[src/fmc_pkg.sv]
// constants shared by the fan monitor configuration register block
package fmc_pkg;

   // ---------------------------------------------------------------
   // timing
   // ---------------------------------------------------------------
   localparam int CLK_NS    = 25;                 // 40 MHz system clock
   localparam int STEP_NS   = 22_760_000;         // 22.76 ms duration step
   localparam int REPORT_NS = 45_520_000;         // 45.52 ms report floor
   localparam int STEP_CYC  = STEP_NS / CLK_NS;   // cycles per step
   localparam logic [7:0] REPORT_STEPS = 8'(REPORT_NS / STEP_NS);

   // ---------------------------------------------------------------
   // register indices, byte address is four times the index
   // ---------------------------------------------------------------
   localparam logic [7:0] IDX_STATUS2  = 8'h42;
   localparam logic [7:0] IDX_DURATION = 8'h79;
   localparam logic [7:0] IDX_LIMIT    = 8'h7a;
   localparam logic [7:0] IDX_PULSE    = 8'h7b;
   localparam logic [7:0] IDX_CFG4     = 8'h7d;
   localparam logic [7:0] IDX_TEST1    = 8'h7e;
   localparam logic [7:0] IDX_TEST2    = 8'h7f;
   localparam logic [7:0] IDX_MASK2    = 8'h80;
   localparam logic [7:0] IDX_LOCK     = 8'h81;
   localparam int         IDX_SPAN_W   = 10;      // byte address bits decoded

   // ---------------------------------------------------------------
   // reset values
   // ---------------------------------------------------------------
   localparam logic [7:0] LIMIT_RST = 8'h00;
   localparam logic [7:0] PULSE_RST = 8'h55;
   localparam logic [7:0] CFG4_RST  = 8'h00;
   localparam logic [7:0] TEST_RST  = 8'h00;
   localparam logic [7:0] MASK_RST  = 8'h00;

   // ---------------------------------------------------------------
   // field layout
   // ---------------------------------------------------------------
   localparam int         CFG4_ALERT_BIT = 0;
   localparam int         CFG4_THR_LSB   = 2;
   localparam logic [7:0] CFG4_WMASK     = 8'h0d;
   localparam int         STAT_ASSERT_BIT = 0;
   localparam int         STAT_OVER_BIT   = 5;
   localparam logic [7:0] STAT_WMASK      = 8'h21;
   localparam int         LOCK_BIT        = 0;

   // ---------------------------------------------------------------
   // bus answers
   // ---------------------------------------------------------------
   localparam logic [1:0] RESP_OKAY   = 2'h0;
   localparam logic [1:0] RESP_SLVERR = 2'h2;

endpackage

[src/fmc_thermal_override_input_timer.sv]
// thermal override duration timer and overtime detector
`timescale 1ns/10ps
`default_nettype none

module fmc_thermal_override_input_timer
   import fmc_pkg::*;
#(
   parameter int STEP_CYCLES = STEP_CYC
) (
   // clock and reset
   input  wire logic       clk_sys,
   input  wire logic       sys_rst,
   // pin, active low
   input  wire logic       thermal_override_n,
   // limit from the register file
   input  wire logic [7:0] assert_limit_field,
   // results
   output logic      [7:0] assert_duration_count,
   output logic            assert_event,
   output logic            overtime_event
);

   localparam int CW = $clog2(STEP_CYCLES);

   if (STEP_CYCLES < 2) begin : g_chk
      $error("STEP_CYCLES must be at least 2");
   end

   typedef struct packed {
      logic          sync1;
      logic          sync2;
      logic          act;
      logic          seen;
      logic          fired;
      logic [CW-1:0] tick;
      logic [7:0]    steps;
      logic [7:0]    dur;
      logic          ev_assert;
      logic          ev_over;
   } fmc_timer_s;

   localparam fmc_timer_s TIMER_RST = '{sync1: 1'b1, sync2: 1'b1, default: '0};

   fmc_timer_s q;
   fmc_timer_s d;
   logic       active;
   logic       rise;
   logic       step_end;

   // ---------------------------------------------------------------
   // duration counting
   // ---------------------------------------------------------------
   assign active   = ~q.sync2;
   assign rise     = active & ~q.act;
   assign step_end = (q.tick == CW'(STEP_CYCLES - 1));

   // next state: sync, step count, overtime check
   always_comb begin
      d           = q;
      d.sync1     = thermal_override_n;
      d.sync2     = q.sync1;
      d.act       = active;
      d.ev_assert = rise;
      d.ev_over   = 1'b0;
      if (rise) begin
         d.tick  = '0;
         d.steps = 8'h00;
         d.fired = 1'b0;
         d.seen  = 1'b1;
      end else if (active) begin
         if (step_end) begin
            d.tick = '0;
            if (q.steps != 8'hff) begin
               d.steps = q.steps + 8'h01;
            end
         end else begin
            d.tick = q.tick + CW'(1);
         end
      end
      // one overtime event per assertion
      if (active && !d.fired &&
          (assert_limit_field == 8'h00 || d.steps > assert_limit_field)) begin
         d.fired   = 1'b1;
         d.ev_over = 1'b1;
      end
      // short assertions report only the seen flag
      d.dur = (d.steps >= REPORT_STEPS) ? d.steps : {7'h00, d.seen};
   end

   // state register
   always_ff @(posedge clk_sys) begin
      if (sys_rst) begin
         q <= TIMER_RST;
      end else begin
         q <= d;
      end
   end

   assign assert_duration_count = q.dur;
   assign assert_event          = q.ev_assert;
   assign overtime_event        = q.ev_over;
endmodule
`default_nettype wire

[src/fmc_regs.sv]
// fan monitor configuration and limit registers behind an axi4-lite slave
`timescale 1ns/10ps
`default_nettype none

module fmc_regs
   import fmc_pkg::*;
#(
   parameter int ADDR_W      = 12,
   parameter int STEP_CYCLES = STEP_CYC
) (
   // clock and reset
   input  wire logic              clk_sys,
   input  wire logic              sys_rst,
   // axi4-lite write address
   input  wire logic [ADDR_W-1:0] s_axi_awaddr,
   input  wire logic              s_axi_awvalid,
   output logic                   s_axi_awready,
   // axi4-lite write data
   input  wire logic [31:0]       s_axi_wdata,
   input  wire logic [3:0]        s_axi_wstrb,
   input  wire logic              s_axi_wvalid,
   output logic                   s_axi_wready,
   // axi4-lite write response
   output logic      [1:0]        s_axi_bresp,
   output logic                   s_axi_bvalid,
   input  wire logic              s_axi_bready,
   // axi4-lite read address
   input  wire logic [ADDR_W-1:0] s_axi_araddr,
   input  wire logic              s_axi_arvalid,
   output logic                   s_axi_arready,
   // axi4-lite read data
   output logic      [31:0]       s_axi_rdata,
   output logic      [1:0]        s_axi_rresp,
   output logic                   s_axi_rvalid,
   input  wire logic              s_axi_rready,
   // thermal override pin, active low
   input  wire logic              thermal_override_n,
   // shared alert / 2.5 v pin
   output logic                   alert_pin_out,
   output logic                   alert_pin_oe,
   output logic                   analog_25v_en,
   // settings to the measurement side
   output logic      [1:0]        two_wire_threshold_select,
   output logic      [7:0]        fan_pulse_count_select,
   // interrupt
   output logic                   irq
);

   if (ADDR_W < IDX_SPAN_W) begin : g_chk
      $error("ADDR_W too small for the register map");
   end

   // ---------------------------------------------------------------
   // state
   // ---------------------------------------------------------------
   typedef struct packed {
      logic              awrdy;
      logic              wrdy;
      logic              aw_have;
      logic              w_have;
      logic [ADDR_W-1:0] awaddr;
      logic [7:0]        wdata;
      logic              wstb;
      logic              bvalid;
      logic [1:0]        bresp;
      logic              arrdy;
      logic              rvalid;
      logic [1:0]        rresp;
      logic [7:0]        rdata;
      logic [7:0]        limit;
      logic [7:0]        pulse;
      logic [7:0]        cfg4;
      logic [7:0]        mask;
      logic [7:0]        status;
      logic              lock;
      logic              irq;
      logic              alert_oe;
      logic              alert_out;
      logic              a25_en;
   } fmc_regs_s;

   localparam fmc_regs_s REGS_RST = '{
      limit:     LIMIT_RST,
      pulse:     PULSE_RST,
      cfg4:      CFG4_RST,
      mask:      MASK_RST,
      alert_out: 1'b1,
      a25_en:    1'b1,
      default:   '0
   };

   fmc_regs_s  q;
   fmc_regs_s  d;
   logic [7:0] duration;
   logic       ev_assert;
   logic       ev_over;
   logic       wr_go;
   logic [7:0] wr_idx;
   logic [7:0] rd_idx;
   logic       rd_go;
   logic       stat_clr;

   // ---------------------------------------------------------------
   // decode helpers
   // ---------------------------------------------------------------
   // word index of a byte address
   function automatic logic [7:0] reg_idx(input logic [ADDR_W-1:0] a);
      logic [ADDR_W-1:0] s;
      s = a >> 2;
      return s[7:0];
   endfunction

   // address lands on a mapped register
   function automatic logic reg_hit(input logic [ADDR_W-1:0] a);
      logic [7:0] i;
      logic       hit;
      i = reg_idx(a);
      unique case (i)
         IDX_STATUS2, IDX_DURATION, IDX_LIMIT, IDX_PULSE, IDX_CFG4,
         IDX_TEST1, IDX_TEST2, IDX_MASK2, IDX_LOCK: hit = 1'b1;
         default: hit = 1'b0;
      endcase
      return hit && ((a >> IDX_SPAN_W) == '0);
   endfunction

   // ---------------------------------------------------------------
   // duration timer
   // ---------------------------------------------------------------
   fmc_thermal_override_input_timer #(
      .STEP_CYCLES (STEP_CYCLES)
   ) u_timer (
      .clk_sys               (clk_sys),
      .sys_rst               (sys_rst),
      .thermal_override_n    (thermal_override_n),
      .assert_limit_field    (q.limit),
      .assert_duration_count (duration),
      .assert_event          (ev_assert),
      .overtime_event        (ev_over)
   );

   // ---------------------------------------------------------------
   // bus and register next state
   // ---------------------------------------------------------------
   assign wr_go    = q.aw_have && q.w_have && !q.bvalid;
   assign wr_idx   = reg_idx(q.awaddr);
   assign rd_go    = s_axi_arvalid && q.arrdy;
   assign rd_idx   = reg_idx(s_axi_araddr);
   assign stat_clr = rd_go && reg_hit(s_axi_araddr) && rd_idx == IDX_STATUS2;

   // one combinational pass over the whole state
   always_comb begin
      d = q;
      // write address and data are taken in either order
      if (s_axi_awvalid && q.awrdy) begin
         d.aw_have = 1'b1;
         d.awaddr  = s_axi_awaddr;
      end
      if (s_axi_wvalid && q.wrdy) begin
         d.w_have = 1'b1;
         d.wdata  = s_axi_wdata[7:0];
         d.wstb   = s_axi_wstrb[0];
      end
      if (q.bvalid && s_axi_bready) begin
         d.bvalid = 1'b0;
      end
      // register write once both halves are held
      if (wr_go) begin
         d.aw_have = 1'b0;
         d.w_have  = 1'b0;
         d.bvalid  = 1'b1;
         d.bresp   = reg_hit(q.awaddr) ? RESP_OKAY : RESP_SLVERR;
         if (q.wstb && reg_hit(q.awaddr)) begin
            unique case (wr_idx)
               IDX_LIMIT: d.limit = q.wdata;
               IDX_PULSE: d.pulse = q.wdata;
               IDX_CFG4: begin
                  if (!q.lock) begin
                     d.cfg4 = q.wdata & CFG4_WMASK;
                  end
               end
               IDX_MASK2: d.mask = q.wdata & STAT_WMASK;
               IDX_LOCK: begin
                  if (q.wdata[LOCK_BIT]) begin
                     d.lock = 1'b1;
                  end
               end
               // read-only registers drop the write
               default: d.lock = q.lock;
            endcase
         end
      end
      d.awrdy = !d.aw_have;
      d.wrdy  = !d.w_have;
      // read channel
      if (q.rvalid && s_axi_rready) begin
         d.rvalid = 1'b0;
      end
      if (rd_go) begin
         d.rvalid = 1'b1;
         d.rresp  = reg_hit(s_axi_araddr) ? RESP_OKAY : RESP_SLVERR;
         d.rdata  = 8'h00;
         if (reg_hit(s_axi_araddr)) begin
            unique case (rd_idx)
               IDX_STATUS2:  d.rdata = q.status;
               IDX_DURATION: d.rdata = duration;
               IDX_LIMIT:    d.rdata = q.limit;
               IDX_PULSE:    d.rdata = q.pulse;
               IDX_CFG4:     d.rdata = q.cfg4;
               IDX_MASK2:    d.rdata = q.mask;
               IDX_LOCK:     d.rdata = {7'h00, q.lock};
               default:      d.rdata = TEST_RST;
            endcase
         end
      end
      d.arrdy = !d.rvalid;
      // sticky status, a read clears, a new event wins
      d.status = stat_clr ? 8'h00 : q.status;
      d.status[STAT_ASSERT_BIT] = d.status[STAT_ASSERT_BIT] | ev_assert;
      d.status[STAT_OVER_BIT]   = d.status[STAT_OVER_BIT] | ev_over;
      d.irq = |(d.status & ~d.mask);
      // shared pin pulls low only as alert output
      d.alert_oe  = d.cfg4[CFG4_ALERT_BIT] & d.irq;
      d.alert_out = ~d.irq;
      d.a25_en    = ~d.cfg4[CFG4_ALERT_BIT];
   end

   // state register
   always_ff @(posedge clk_sys) begin
      if (sys_rst) begin
         q <= REGS_RST;
      end else begin
         q <= d;
      end
   end

   // ---------------------------------------------------------------
   // outputs, all straight from the state register
   // ---------------------------------------------------------------
   assign s_axi_awready             = q.awrdy;
   assign s_axi_wready              = q.wrdy;
   assign s_axi_bresp               = q.bresp;
   assign s_axi_bvalid              = q.bvalid;
   assign s_axi_arready             = q.arrdy;
   assign s_axi_rdata               = {24'h000000, q.rdata};
   assign s_axi_rresp               = q.rresp;
   assign s_axi_rvalid              = q.rvalid;
   assign alert_pin_out             = q.alert_out;
   assign alert_pin_oe              = q.alert_oe;
   assign analog_25v_en             = q.a25_en;
   assign two_wire_threshold_select = q.cfg4[CFG4_THR_LSB +: 2];
   assign fan_pulse_count_select    = q.pulse;
   assign irq                       = q.irq;
endmodule
`default_nettype wire

[config.mk]
export PLATFORM = sky130hd
export DESIGN_NAME = fmc_regs
export DESIGN_NICKNAME = d
export VERILOG_FILES = /design/src/fmc_pkg.sv /design/src/fmc_thermal_override_input_timer.sv /design/src/fmc_regs.sv
export SDC_FILE = /design/constraint.sdc
export NUM_CORES = 1
export LEC_CHECK = 0
export CORE_MARGIN = 1
export CORE_UTILIZATION = 55
export DETAILED_ROUTE_END_ITERATION = 10
export DONT_BUFFER_PORTS = 1
export PLACE_DENSITY = 0.7
export SYNTH_ARGS = -nofsm -noshare
export SYNTH_HDL_FRONTEND = slang
export SYNTH_SLANG_ARGS = --single-unit
[constraint.sdc]
create_clock -name clk_sys -period 4.8 [get_ports clk_sys]
set_input_delay 0.72 -clock clk_sys [delete_from_list [all_inputs] [get_ports clk_sys]]
set_output_delay 0.72 -clock clk_sys [all_outputs]
set_load 0.01 [all_outputs]
==> flow_summary.ini <==
[floorplanning]
fp.dieW_um = 101.7
fp.dieArea_um2 = 10340
ios = 123
die_h_um = 101.7
coreArea_um2 = 9684
start_util_pct = 56.42
rows = 36

[power]
p_leak_nw = 2.241
powerDensity_nw_per_um2 = 411.8
ir_worst_vdd_v = 0.0001937

[synth]
ys_async_sr_fraction_pct = 0
synth.largest_area_cell = dfxtp_1
synthTopCellsByCount = 119 x dfxtp_1, 79 x nor2_1, 75 x nand2_1
seq_area_frac_synth_pct = 43.60
synth_ff_type = dfxtp_1
synth.most_common_cell = dfxtp_1
synth_edf_count = 0
netlist_top_cells_area = dfxtp_1 44%, buf_4 6.3%, nor2_1 5.4%
syn_inst = 643
netlist_area_um2 = 5464
yosys.area.top_type_share_pct = 43.60
synth.distinct_cells = 55
ys_warn_count = 0
syn_area_per_cell_um2 = 8.498
ys_ff_latch = 119

[sta]
hold_viol = 0
min_period_ns = 3.770
finalCritPeriodShare_pct = 78.54
tightest_slew_ns = 1.160
hold_ws_ns = 0.2853
finalClockSkew_ns = 0.008434
setup_tns_ns = 0
slew_headroom_pct = 22.47
rsz0062_at_grt = false
fmax_mhz = 265.3
maxSlewViolCount = 0
setup_viol = 0

[clocking]
clockBufferDepth = 2
tritoncts.num_buffers = 17
clkSinkCount = 119
clk_pin_slew_ns = 0.06
cts_tree = done
postCtsHoldBufs = 0
ctsResizeCount = 0
clock_latency_ns = 0.51
root_buffer = clkbuf_8
cts_max_level = 4
postCtsSetupBuffers = 0

[route]
drt_iter0_markers = 212
first_pass_iters = 4
avgViaCountPerCell = 5.411
wl_um = 11390
drtAntennaViolNets = 0
vias = 4118
wire_per_inst_um = 14.97
drc = 0

[global_route]
globalRouteOverflowTotal = 0
grt_usage_pct = 23.82
grt_pass1_vias = 3956
grt_pass1_wl_um = 18900
grt_antenna_before_repair = 0
grt_max_degree = 92

[setup_path]
reg2reg_to = u_timer.overtime_event
crit_start = u_timer.q[25]
critical_path_arrival_ns = 4.14
r2r_cells = 13
crit_path_end = u_timer.overtime_event
crit_type = reg2reg
reg2reg_from = u_timer.q[25]
required_ns = 5.17
crit_fanout = 9
critPathLaunchType = flop
ff2ff_setup_slack_ns = 1.03
end_kind = flop

[cells_and_area]
drive_gt1_share_pct = 7.643
areaGrowthSynthToFinish_pct = 8.541
nets = 693
antenna_cells = 0

[outcome]
status = finished, final reports clean

[hold_path]
hp-class = in2reg

[placement]
port_buffers = 0
place_congestion = 0.8927
dp_hpwl_um = 7935

[flow_run]
maxCapViolations = 0
-- cell families (layout without fill, tap and decap cells) --
group / after synthesis / after routing / share of synthesized area, %
AOI/OAI and AO/OA: 95 / 95 / 11.15
xor gates and xnor gates: 23 / 23 / 3.687
adders and majority gates: 10 / 10 / 2.290
buffers and inverters: 100 / 60 / 10.17
DFF: 119 / 119 / 43.60
muxes: 29 / 29 / 5.473
other: 1 / 26 / 0.06863
and+or+nand+nor: 266 / 266 / 23.56
-- registers in the layout, summed over array words and instances, names as in the netlist, 2 cells and up --
name	flops
q	47
u_timer.q	32
fan_pulse_count_select	8
s_axi_rdata	8
two_wire_threshold_select	2
u_timer.assert_duration_count	8
-- through the flow --
stage | instance area, µm² | instances | util, % | power, W | worst slack, ns
after floorplan | 5558 | 668 | - | 0.001124 | 1.465
after global placement | 5288 | 729 | 54.60 | 0.001107 | 1.116
after detailed placement | 5288 | 729 | 54.60 | 0.001109 | 1.070
after CTS | 5931 | 761 | 61.24 | 0.002460 | 1.045
after global routing | 5931 | 761 | 61.24 | 0.002527 | 0.6381
final | 5931 | 761 | 61.24 | 0.002442 | 1.030
-- worst max-delay path, stage by stage, from the launching register on --
cell and delay, ns:
dfxtp_1 0.35, or4_1 0.51, or4_1 0.60, nor4_4 0.39
nand3_1 0.14, xor2_1 0.30, nor2_1 0.08, ha_1 0.30
nand3_1 0.10, nor3_1 0.06, a21o_1 0.15, a31oi_1 0.19
a21oi_1 0.06, a2111oi_0 0.41
-- cells in the final DEF (no fill, tap or decap), drive strengths merged, types with 3 or more instances in the layout --
| cell | count |
|---|---|
| dfxtp | 119 |
| nor2 | 79 |
| nand2 | 75 |
| a21oi | 36 |
| inv | 30 |
| conb | 26 |
| mux2i | 25 |
| nor3 | 22 |
| o21ai | 20 |
| clkbuf | 20 |
| xor2 | 18 |
| nand3 | 17 |
| nor2b | 12 |
| nand4 | 10 |
| ha | 10 |
| a21o | 9 |
| nor4 | 9 |
| and2 | 8 |
| or2 | 6 |
| xnor2 | 5 |
| and3 | 5 |
| a222oi | 5 |
| and3b | 4 |
| a211o | 4 |
| bufinv | 4 |
| mux2 | 4 |
| nand2b | 3 |
| nor3b | 3 |
| o21a | 3 |
| a2bb2oi | 3 |
| a211oi | 3 |
-- final cells by class --
type | instances | area [µm²]
fillers | 865 | 3754
multi-input cells | 449 | 2626
flip-flops and latches | 119 | 2382
clock buffers | 20 | 455.4
clock inverters | 12 | 187.7
well taps | 133 | 166.4
inverters | 26 | 97.59
repair buffers | 2 | 15.01
-- metal layers --
layer	routed length [µm]	part of all wire (%)	global-route usage, %
met1	5150	45	28.76
met2	5541	49	39.71
met3	516	4.5	7.729
met4	180	1.6	8.473
met5	0	0	0
-- power by group --
group,switching [W],internal (W),total [W]
Combinational,0.0000419,0.0000221,0.0000640
Clock,0.000462,0.000893,0.00135
Sequential,0.0000175,0.00101,0.00102
Total,0.000521,0.00192,0.00244
-- worst min path at each step --
| stage | from | end | slack (ns) | cells after the start |
|---|---|---|---|---|
| finish | sys_rst | u_timer.q[16] | 0.29 | 1 |
| global route | sys_rst | s_axi_rvalid | 0.26 | 1 |
| CTS | sys_rst | u_timer.q[40] | 0.27 | 1 |
| detailed placement | u_timer.d[41] | u_timer.q[41] | 0.40 | 1 |
| global placement | u_timer.d[41] | u_timer.q[41] | 0.40 | 1 |
| floorplan | u_timer.d[41] | u_timer.q[41] | 0.39 | 1 |
No activity file was read; power rests on OpenSTA's default activity.
